<file path="config.mk">
export PLATFORM = sky130hd
export DESIGN_NAME = serdes_tap_polarity_lane_cfg
export DESIGN_NICKNAME = d
export VERILOG_FILES = /design/src/rtl/serdes_cfg_pkg.sv /design/src/rtl/tap_weight_decode.sv /design/src/rtl/serdes_tap_polarity_lane_cfg.sv
export SDC_FILE = /design/constraint.sdc
export NUM_CORES = 1
export LEC_CHECK = 0
export BUFFER_PORTS_ARGS = -buffer_cell sky130_fd_sc_hd__buf_4
export CORE_MARGIN = 4
export CORE_UTILIZATION = 32
export DETAILED_ROUTE_END_ITERATION = 7
export PLACE_DENSITY = 0.53
export SYNTH_ARGS = -nofsm -noshare
export SYNTH_HDL_FRONTEND = slang
export SYNTH_HIERARCHICAL = 1
export SYNTH_SLANG_ARGS = --single-unit
</file>
<file path="constraint.sdc">
create_clock -name i_sys_clk -period 5.32 [get_ports i_sys_clk]
set_input_delay 0.532 -clock i_sys_clk [delete_from_list [all_inputs] [get_ports i_sys_clk]]
set_output_delay 0.532 -clock i_sys_clk [all_outputs]
set_load 0.02 [all_outputs]
</file>
<file path="src/rtl/serdes_cfg_pkg.sv">
// Package: register map, field layout and carriers for the serdes lane config block
package serdes_cfg_pkg;

    // ------------------------------------------------------------
    // Register map
    // ------------------------------------------------------------
    localparam logic [4:0]  MGMT_DEV_ADDR       = 5'h1E;
    localparam logic [15:0] ADDR_HS_TAPS_POL    = 16'h0005;
    localparam logic [15:0] ADDR_LS_LANE_MASK   = 16'h0006;
    localparam logic [15:0] ADDR_LS_LANE_CTRL_B = 16'h0007;
    localparam logic [15:0] ADDR_LS_LANE_CTRL_C = 16'h0008;
    localparam logic [15:0] ADDR_LS_LANE_CHAN   = 16'h000F;

    // ------------------------------------------------------------
    // Reset values
    // ------------------------------------------------------------
    localparam logic [15:0] RST_HS_TAPS_POL     = 16'h2000;
    localparam logic [15:0] RST_LS_LANE_MASK    = 16'hF115;
    localparam logic [15:0] RST_LS_LANE_CTRL_B  = 16'hDC04;
    localparam logic [15:0] RST_LS_LANE_CTRL_C  = 16'h0000;
    localparam logic [15:0] RST_LS_LANE_CHAN    = 16'h0000;
    localparam logic [15:0] RDATA_INVALID       = 16'h0000;

    // ------------------------------------------------------------
    // Field positions
    // ------------------------------------------------------------
    localparam int RX_SWAP_BIT   = 15;
    localparam int TX_SWAP_BIT   = 14;
    localparam int RSVD_ONE_BIT  = 13;
    localparam int POST1_MSB     = 12;
    localparam int POST1_LSB     = 8;
    localparam int PRE_MSB       = 7;
    localparam int PRE_LSB       = 4;
    localparam int POST2_MSB     = 3;
    localparam int POST2_LSB     = 0;
    localparam int LANE_MASK_MSB = 15;
    localparam int LANE_MASK_LSB = 12;
    localparam int NUM_LANES     = 4;
    localparam int POST1_W       = 5;
    localparam int SHORT_TAP_W   = 4;

    // ------------------------------------------------------------
    // Carriers
    // ------------------------------------------------------------
    typedef struct packed {
        logic        wr;
        logic        rd;
        logic [4:0]  dev;
        logic [15:0] addr;
        logic [15:0] wdata;
    } mgmt_req_t;

    typedef struct packed {
        logic [4:0] post1;
        logic [3:0] pre;
        logic [3:0] post2;
    } tap_codes_t;

endpackage

</file>
<file path="src/rtl/tap_weight_decode.sv">
// Sign-magnitude tap code to two's complement weight in 2.5 percent steps
`timescale 1ns/100ps

module tap_weight_decode #(
    parameter int W = 4
) (
    // Code in
    input  wire logic [W-1:0]        i_code,
    // Signed weight out
    output logic signed [W-1:0]      o_weight
);

    logic [W-1:0] mag;

    // Top bit is the sign, so both zero codes give zero weight
    always_comb begin
        mag      = {1'b0, i_code[W-2:0]};
        o_weight = i_code[W-1] ? -mag : mag;
    end

endmodule

</file>
<file path="src/rtl/serdes_tap_polarity_lane_cfg.sv">
// Transmit tap, pair polarity and low-speed lane configuration registers
`timescale 1ns/100ps

// Notes on behaviour
// A set receive swap bit exchanges the roles of the positive and negative receive pins.
// A set transmit swap bit drives the positive pin with negative data and vice versa.
// Bit 13 of the tap and polarity word is read-write and resets to one.
// The post-cursor one weight resets to zero and is applied from software only under override.
// The pre-cursor weight resets to zero and is applied from software only under override.
// The post-cursor two weight resets to zero and is applied from software only under override.
// Post-cursor one is sign-magnitude with a four-bit magnitude, both zero codes meaning zero.
// Post-cursor two is sign-magnitude with a three-bit magnitude, both zero codes meaning zero.
// Pre-cursor is sign-magnitude with a three-bit magnitude, code 1111 giving the most negative.
// The lane mask is four bits, one per lane, resetting to all ones.
// A write to a per-lane register updates only the lanes whose mask bit is set.
// A per-lane read returns the lane picked by a one-hot mask and is undefined otherwise.
// Software sets a one-hot mask before reads and only the wanted lanes before writes.
// The lane mask register sits at address 0x0006 of device 0x1E and resets to 0xF115.
// Tap fields read back the last software value whatever is applied on the line.
module serdes_tap_polarity_lane_cfg (
    // Clock and reset
    input  wire logic                                i_sys_clk,
    input  wire logic                                i_rst,
    // Management access
    input  wire serdes_cfg_pkg::mgmt_req_t           i_mgmt_req,
    output logic [15:0]                              o_mgmt_rdata,
    output logic                                     o_mgmt_rvalid,
    // Link training taps and override
    input  wire logic                                i_tap_override,
    input  wire serdes_cfg_pkg::tap_codes_t          i_train_taps,
    // High-speed pins and internal data
    input  wire logic                                i_hs_rx_pos_pin,
    input  wire logic                                i_hs_rx_neg_pin,
    input  wire logic                                i_tx_data,
    output logic                                     o_rx_data_pos,
    output logic                                     o_rx_data_neg,
    output logic                                     o_hs_tx_pos_pin,
    output logic                                     o_hs_tx_neg_pin,
    // Applied equalisation
    output serdes_cfg_pkg::tap_codes_t               o_tap_codes,
    output logic signed [4:0]                        o_post1_weight,
    output logic signed [3:0]                        o_pre_weight,
    output logic signed [3:0]                        o_post2_weight,
    // Per-lane low-speed settings
    output logic [serdes_cfg_pkg::NUM_LANES-1:0][15:0] o_lane_ctrl_b,
    output logic [serdes_cfg_pkg::NUM_LANES-1:0][15:0] o_lane_ctrl_c,
    output logic [serdes_cfg_pkg::NUM_LANES-1:0][15:0] o_lane_chan
);

    // ------------------------------------------------------------
    // Decode
    // ------------------------------------------------------------
    logic                   dev_hit;
    logic [15:0]            hs_reg_ff;
    logic [15:0]            mask_reg_ff;
    logic [3:0]             lane_mask;
    logic [15:0]            lane_b_ff [serdes_cfg_pkg::NUM_LANES];
    logic [15:0]            lane_c_ff [serdes_cfg_pkg::NUM_LANES];
    logic [15:0]            lane_ch_ff [serdes_cfg_pkg::NUM_LANES];
    serdes_cfg_pkg::tap_codes_t sw_taps;
    serdes_cfg_pkg::tap_codes_t nxt_taps;
    logic signed [4:0]      nxt_post1_w;
    logic signed [3:0]      nxt_pre_w;
    logic signed [3:0]      nxt_post2_w;

    function automatic logic addr_hit(input logic [15:0] a, input logic [15:0] ref_a);
        addr_hit = (a == ref_a);
    endfunction

    // Index of a one-hot mask; anything else is reported invalid
    function automatic logic [2:0] onehot_lane(input logic [3:0] m);
        case (m)
            4'h1:    onehot_lane = 3'h0;
            4'h2:    onehot_lane = 3'h1;
            4'h4:    onehot_lane = 3'h2;
            4'h8:    onehot_lane = 3'h3;
            default: onehot_lane = 3'h4;
        endcase
    endfunction

    assign dev_hit   = (i_mgmt_req.dev == serdes_cfg_pkg::MGMT_DEV_ADDR);
    assign lane_mask = mask_reg_ff[serdes_cfg_pkg::LANE_MASK_MSB:serdes_cfg_pkg::LANE_MASK_LSB];

    // ------------------------------------------------------------
    // Shared registers
    // ------------------------------------------------------------
    always_ff @(posedge i_sys_clk) begin
        if (i_rst) begin
            hs_reg_ff <= serdes_cfg_pkg::RST_HS_TAPS_POL;
        end else if (i_mgmt_req.wr && dev_hit
                     && addr_hit(i_mgmt_req.addr, serdes_cfg_pkg::ADDR_HS_TAPS_POL)) begin
            hs_reg_ff <= i_mgmt_req.wdata;
        end
    end

    always_ff @(posedge i_sys_clk) begin
        if (i_rst) begin
            mask_reg_ff <= serdes_cfg_pkg::RST_LS_LANE_MASK;
        end else if (i_mgmt_req.wr && dev_hit
                     && addr_hit(i_mgmt_req.addr, serdes_cfg_pkg::ADDR_LS_LANE_MASK)) begin
            mask_reg_ff <= i_mgmt_req.wdata;
        end
    end

    // ------------------------------------------------------------
    // Per-lane registers
    // ------------------------------------------------------------
    // Mask is trusted as programmed; several lanes may take one write
    for (genvar ln = 0; ln < serdes_cfg_pkg::NUM_LANES; ln++) begin : g_lane
        logic lane_wr;
        assign lane_wr = i_mgmt_req.wr && dev_hit && lane_mask[ln];
        always_ff @(posedge i_sys_clk) begin
            if (i_rst) begin
                lane_b_ff[ln]  <= serdes_cfg_pkg::RST_LS_LANE_CTRL_B;
                lane_c_ff[ln]  <= serdes_cfg_pkg::RST_LS_LANE_CTRL_C;
                lane_ch_ff[ln] <= serdes_cfg_pkg::RST_LS_LANE_CHAN;
            end else if (lane_wr) begin
                if (addr_hit(i_mgmt_req.addr, serdes_cfg_pkg::ADDR_LS_LANE_CTRL_B)) begin
                    lane_b_ff[ln] <= i_mgmt_req.wdata;
                end
                if (addr_hit(i_mgmt_req.addr, serdes_cfg_pkg::ADDR_LS_LANE_CTRL_C)) begin
                    lane_c_ff[ln] <= i_mgmt_req.wdata;
                end
                if (addr_hit(i_mgmt_req.addr, serdes_cfg_pkg::ADDR_LS_LANE_CHAN)) begin
                    lane_ch_ff[ln] <= i_mgmt_req.wdata;
                end
            end
        end
        assign o_lane_ctrl_b[ln] = lane_b_ff[ln];
        assign o_lane_ctrl_c[ln] = lane_c_ff[ln];
        assign o_lane_chan[ln]   = lane_ch_ff[ln];
    end

    // ------------------------------------------------------------
    // Read path
    // ------------------------------------------------------------
    always_ff @(posedge i_sys_clk) begin
        if (i_rst) begin
            o_mgmt_rdata  <= 16'h0000;
            o_mgmt_rvalid <= 1'b0;
        end else begin
            o_mgmt_rvalid <= i_mgmt_req.rd;
            if (i_mgmt_req.rd) begin
                o_mgmt_rdata <= serdes_cfg_pkg::RDATA_INVALID;
                if (dev_hit) begin
                    case (i_mgmt_req.addr)
                        serdes_cfg_pkg::ADDR_HS_TAPS_POL:  o_mgmt_rdata <= hs_reg_ff;
                        serdes_cfg_pkg::ADDR_LS_LANE_MASK: o_mgmt_rdata <= mask_reg_ff;
                        serdes_cfg_pkg::ADDR_LS_LANE_CTRL_B: begin
                            if (onehot_lane(lane_mask) < 3'h4) begin
                                o_mgmt_rdata <= lane_b_ff[2'(onehot_lane(lane_mask))];
                            end
                        end
                        serdes_cfg_pkg::ADDR_LS_LANE_CTRL_C: begin
                            if (onehot_lane(lane_mask) < 3'h4) begin
                                o_mgmt_rdata <= lane_c_ff[2'(onehot_lane(lane_mask))];
                            end
                        end
                        serdes_cfg_pkg::ADDR_LS_LANE_CHAN: begin
                            if (onehot_lane(lane_mask) < 3'h4) begin
                                o_mgmt_rdata <= lane_ch_ff[2'(onehot_lane(lane_mask))];
                            end
                        end
                        default: o_mgmt_rdata <= serdes_cfg_pkg::RDATA_INVALID;
                    endcase
                end
            end
        end
    end

    // ------------------------------------------------------------
    // Tap selection and weight decode
    // ------------------------------------------------------------
    assign sw_taps.post1 = hs_reg_ff[serdes_cfg_pkg::POST1_MSB:serdes_cfg_pkg::POST1_LSB];
    assign sw_taps.pre   = hs_reg_ff[serdes_cfg_pkg::PRE_MSB:serdes_cfg_pkg::PRE_LSB];
    assign sw_taps.post2 = hs_reg_ff[serdes_cfg_pkg::POST2_MSB:serdes_cfg_pkg::POST2_LSB];
    assign nxt_taps      = i_tap_override ? sw_taps : i_train_taps;

    tap_weight_decode #(.W(serdes_cfg_pkg::POST1_W)) u_post1_dec (
        .i_code   (nxt_taps.post1),
        .o_weight (nxt_post1_w)
    );
    tap_weight_decode #(.W(serdes_cfg_pkg::SHORT_TAP_W)) u_pre_dec (
        .i_code   (nxt_taps.pre),
        .o_weight (nxt_pre_w)
    );
    tap_weight_decode #(.W(serdes_cfg_pkg::SHORT_TAP_W)) u_post2_dec (
        .i_code   (nxt_taps.post2),
        .o_weight (nxt_post2_w)
    );

    always_ff @(posedge i_sys_clk) begin
        if (i_rst) begin
            o_tap_codes    <= '0;
            o_post1_weight <= 5'sh00;
            o_pre_weight   <= 4'sh0;
            o_post2_weight <= 4'sh0;
        end else begin
            o_tap_codes    <= nxt_taps;
            o_post1_weight <= nxt_post1_w;
            o_pre_weight   <= nxt_pre_w;
            o_post2_weight <= nxt_post2_w;
        end
    end

    // ------------------------------------------------------------
    // Pair polarity
    // ------------------------------------------------------------
    // Pins are outside the clock domain: three stages, accept when last two agree
    logic [2:0] rx_pos_sync_ff;
    logic [2:0] rx_neg_sync_ff;
    logic       rx_pos_flt_ff;
    logic       rx_neg_flt_ff;

    always_ff @(posedge i_sys_clk) begin
        if (i_rst) begin
            rx_pos_sync_ff <= 3'h0;
            rx_neg_sync_ff <= 3'h0;
            rx_pos_flt_ff  <= 1'b0;
            rx_neg_flt_ff  <= 1'b0;
        end else begin
            rx_pos_sync_ff <= {rx_pos_sync_ff[1:0], i_hs_rx_pos_pin};
            rx_neg_sync_ff <= {rx_neg_sync_ff[1:0], i_hs_rx_neg_pin};
            if (rx_pos_sync_ff[1] == rx_pos_sync_ff[2]) begin
                rx_pos_flt_ff <= rx_pos_sync_ff[2];
            end
            if (rx_neg_sync_ff[1] == rx_neg_sync_ff[2]) begin
                rx_neg_flt_ff <= rx_neg_sync_ff[2];
            end
        end
    end

    always_ff @(posedge i_sys_clk) begin
        if (i_rst) begin
            o_rx_data_pos   <= 1'b0;
            o_rx_data_neg   <= 1'b0;
            o_hs_tx_pos_pin <= 1'b0;
            o_hs_tx_neg_pin <= 1'b1;
        end else begin
            o_rx_data_pos   <= hs_reg_ff[serdes_cfg_pkg::RX_SWAP_BIT] ? rx_neg_flt_ff
                                                                      : rx_pos_flt_ff;
            o_rx_data_neg   <= hs_reg_ff[serdes_cfg_pkg::RX_SWAP_BIT] ? rx_pos_flt_ff
                                                                      : rx_neg_flt_ff;
            o_hs_tx_pos_pin <= i_tx_data ^ hs_reg_ff[serdes_cfg_pkg::TX_SWAP_BIT];
            o_hs_tx_neg_pin <= ~(i_tx_data ^ hs_reg_ff[serdes_cfg_pkg::TX_SWAP_BIT]);
        end
    end

    // ------------------------------------------------------------
    // Assertions
    // ------------------------------------------------------------
    a_rx_swap_map: assert property (@(posedge i_sys_clk) disable iff (i_rst)
        ##1 o_rx_data_pos == ($past(hs_reg_ff[15]) ? $past(rx_neg_flt_ff) : $past(rx_pos_flt_ff)))
        else $error("rx pair swap wrong");
    a_tx_swap_map: assert property (@(posedge i_sys_clk) disable iff (i_rst)
        ##1 (o_hs_tx_pos_pin == ($past(i_tx_data) ^ $past(hs_reg_ff[14])))
            && (o_hs_tx_neg_pin != o_hs_tx_pos_pin))
        else $error("tx pair swap wrong");
    a_hs_reset_val: assert property (@(posedge i_sys_clk) disable iff (i_rst)
        $fell(i_rst) |-> hs_reg_ff == 16'h2000 && hs_reg_ff[13])
        else $error("tap word reset wrong");
    a_override_apply: assert property (@(posedge i_sys_clk) disable iff (i_rst)
        i_tap_override |=> o_tap_codes.post1 == $past(hs_reg_ff[12:8])
                           && o_tap_codes.pre == $past(hs_reg_ff[7:4]))
        else $error("override taps not applied");
    a_training_apply: assert property (@(posedge i_sys_clk) disable iff (i_rst)
        !i_tap_override |=> o_tap_codes == $past(i_train_taps))
        else $error("training taps not applied");
    a_post2_apply: assert property (@(posedge i_sys_clk) disable iff (i_rst)
        i_tap_override |=> o_tap_codes.post2 == $past(hs_reg_ff[3:0]))
        else $error("post2 override not applied");
    a_post1_decode: assert property (@(posedge i_sys_clk) disable iff (i_rst)
        ##1 o_post1_weight == (o_tap_codes.post1[4] ? -$signed({1'b0, o_tap_codes.post1[3:0]})
                                                    : $signed({1'b0, o_tap_codes.post1[3:0]})))
        else $error("post1 weight decode wrong");
    a_post2_decode: assert property (@(posedge i_sys_clk) disable iff (i_rst)
        ##1 (o_tap_codes.post2[2:0] == 3'h0) |-> o_post2_weight == 4'sh0)
        else $error("post2 zero code wrong");
    a_pre_decode: assert property (@(posedge i_sys_clk) disable iff (i_rst)
        ##1 (o_tap_codes.pre == 4'hF) |-> o_pre_weight == -4'sd7)
        else $error("pre most negative wrong");
    a_mask_reset: assert property (@(posedge i_sys_clk) disable iff (i_rst)
        $fell(i_rst) |-> lane_mask == 4'hF && mask_reg_ff == 16'hF115)
        else $error("lane mask reset wrong");
    a_lane_write_gate: assert property (@(posedge i_sys_clk) disable iff (i_rst)
        (i_mgmt_req.wr && dev_hit && i_mgmt_req.addr == 16'h0007)
        |=> lane_b_ff[0] == ($past(lane_mask[0]) ? $past(i_mgmt_req.wdata) : $past(lane_b_ff[0])))
        else $error("lane write mask ignored");
    a_lane_read_sel: assert property (@(posedge i_sys_clk) disable iff (i_rst)
        (i_mgmt_req.rd && dev_hit && i_mgmt_req.addr == 16'h0007 && lane_mask == 4'h8)
        |=> o_mgmt_rvalid && o_mgmt_rdata == $past(lane_b_ff[3]))
        else $error("lane read select wrong");
    a_tap_readback: assert property (@(posedge i_sys_clk) disable iff (i_rst)
        (i_mgmt_req.rd && dev_hit && i_mgmt_req.addr == 16'h0005)
        |=> o_mgmt_rdata == $past(hs_reg_ff))
        else $error("tap readback wrong");

endmodule

</file>
==> out/qor.txt <==
Largest stage delay, worst path: 1.03 ns
Synth warn: 6
Minimum hold slack: 0.248 ns
Post-synthesis sequential area ratio: 0.608
Gate Count Post-Synth: 951
CTS tree: done
First-pass GRT wire length: 64200 um
Clock Tree Buf Depth: 3
I/O Buffers: 296
Cell row count: 71
Register area: 0.00751 mm^2
Total number of vias: 8933
DP HPWL: 31600 um
DRC: 0
Asr flop ratio synth: 0
Min-delay worst type: primary input to flip-flop
Syn_nets: 1012
Die X: 204 um
Maximum number of pins on one net before global-route repair: 100
Initial Util: 0.326
CP cell instances: buf_4, nor4_2, and4_1, nor2b_1, nand2_1, a21oi_1
Kind of critical path: primary input to flip-flop
Post_cts resized: 0
CP arrival: 3.59 ns
Footprint of the multi-input gates: 0.00447 mm^2
Fraction of layout cells with a size suffix above 1: 0.342
Most Crowded Layer GR: met2
Final clock skew: 0.00938 ns
Max_cap viols: 0
Synth top area share: 0.467
Met2 Use GR: 0.348
Predominant post-synthesis flop cell: edfxtp_1
# setup viols final: 0
# hold bufs at CTS: 0
Vias in the first global route: 9025
Worst Path Required: 5.75 ns
Slew HR: 0.189
VDD IR-drop max: 0.201 mV
Via density: 5.10
Root buf cell: clkbuf_16
Slowest stage cell, crit path: nor2b_1
Gpl congestion: 0.824
Slew Viols, Final: 0
Nets: 1277
Period minus WS final: 3.16 ns
Worst-path fanout max: 18
GRT overflow: 0
Final core utilization: 0.422
Fmax: 0.317 GHz
Slew @ Worst Pin: 1.21 ns
Final period utilization: 0.593
CTS H-tree lvls: 2
Post-synth top cells: edfxtp_1, and2_1, nand2_1
Reg clk slew, reported paths: 0.06 ns
Synth Cell Area: 0.0123 mm^2
Design Power: 4.93 mW
Final hold violations: 0
CP bufs+invs: 1
Die area: 0.0418 mm^2
RSZ-0062 raised after global routing: no
Core ar.: 0.0378 mm^2
Post-route ant nets: 0
Total track usage: 0.211
Critical path launch point type: primary input
Crit. End Element: flip-flop
Top cells by area, synth: edfxtp_1, dfxtp_1, mux4_2
DR iter-0 viols: 830
Leakage: 6.09 nW
First-pass detailed-route iteration total: 5
Area added between synthesis and finish: 29.4%
Num CTS Buffers: 34
M1 GR Usage: 0.281
Die Height: 204 um
Setup repair bufs after CTS: 0
Setup TNS: 0 ns
Filler cell count: 3578
Status: finished, final reports clean
Clk sinks: 279
Cell family with most CP delay: simple AND/OR/NAND/NOR gates
Mean post-synth cell area: 13.0 um^2
Netlist cell types: 48
Most numerous cell in the Yosys netlist: edfxtp_1
FF+latch count, synth: 279
Leading area contributor after synthesis: edfxtp_1
Pwr Density: 309 mW/mm^2
I/O pin count: 297
Met3 Usage GRT: 0.0513
EDFF count, synth: 192
Mean routed wirelength per cell: 26.0 um
Total Wirelength: 45400 um
Initial antenna violation count: 3
Clock latency on the worst-skew pair: 0.51 ns
-- worst reg2reg max path: stages (launching register included) --
cell and delay, ns:
dfxtp_1 0.64, xnor2_1 0.18, or3_4 0.73, buf_4 0.41, mux4_2 0.55, a22oi_1 0.23
a221oi_1 0.10
-- layout make-up --
class / instances / share of cell area
Inverter: 9 / 0.00211
Timing Repair Buffer: 305 / 0.144
Clock buffer: 51 / 0.0611
Antenna cell: 1 / 0.000157
Tap cell: 511 / 0.0400
Sequential cell: 279 / 0.470
Multi-Input combinational cell: 587 / 0.280
Clock inverter: 7 / 0.00274
-- cell usage in the layout, fill, tap and decap left out, types with 12 or more instances in the layout --
master / synthesis / final
clkbuf_1: 45 / 12
dfxtp_1: 87 / 87
edfxtp_1: 192 / 192
clkbuf_16: 0 / 35
mux2_2: 13 / 13
a21o_1: 12 / 12
nor2b_1: 49 / 49
mux4_2: 48 / 48
nand2_1: 93 / 93
a221oi_1: 16 / 16
a22oi_1: 15 / 15
nor2_1: 17 / 17
a221o_1: 15 / 15
a21oi_1: 42 / 42
and2_1: 168 / 168
buf_4: 7 / 304
or3_1: 27 / 26
-- stage by stage --
| step | area (um^2) | setup slack (ns) | instances |
|---|---|---|---|
| final | 16000 | 2.16 | 1750 |
| after global routing | 16000 | 1.87 | 1749 |
| after CTS | 16000 | 2.22 | 1749 |
| after detailed placement | 15000 | 1.69 | 1691 |
| after global placement | 15000 | 1.65 | 1691 |
| after floorplan | 12300 | 2.86 | 951 |
-- cells by family (layout without fill, tap and decap cells) --
family	after synthesis	count (layout)	share of synthesized area
and+or+nand+nor	396	396	0.183
DFF	279	279	0.608
AOI/OAI and AO/OA	116	116	0.0670
buffers and inverters	85	372	0.0308
muxes	63	63	0.101
xor gates and xnor gates	8	8	0.00568
adders and majority gates	4	4	0.00385
other	0	1	0
-- path summary, 6_finish.rpt --
kind | slack, ns | cells past startpoint | endpoint | from
max | 2.16 | 6 | mask_reg_ff[6] | i_mgmt_req[25]
min reg2reg | 0.45 | 1 | rx_neg_sync_ff[1] | rx_neg_sync_ff[0]
min | 0.25 | 2 | rx_neg_sync_ff[0] | i_hs_rx_neg_pin
max reg2reg | 2.29 | 6 | o_mgmt_rdata[5] | mask_reg_ff[13]
-- layer usage --
layer	wire (um)	vias to the layer above
met5	0	-
met4	969	0
met3	3740	68
met2	21900	409
met1	18800	4466
li1	-	3990
-- where the power goes --
part           switching, mW  internal [mW]  leakage (nW)
clock network          0.903           1.27         0.498
logic                  0.218          0.134          2.99
registers             0.0397           2.37          2.61
-- state kept, by name, indices dropped and copies added (netlist names), 3 cells and up --
register / flops
mask_reg_ff: 16
rx_neg_sync_ff: 3
lane_c_ff: 64
hs_reg_ff: 16
o_post2_weight: 4
lane_ch_ff: 64
o_pre_weight: 4
rx_pos_sync_ff: 3
o_mgmt_rdata: 16
o_tap_codes: 13
lane_b_ff: 64
o_post1_weight: 5
No activity file was read; power rests on OpenSTA's default activity.
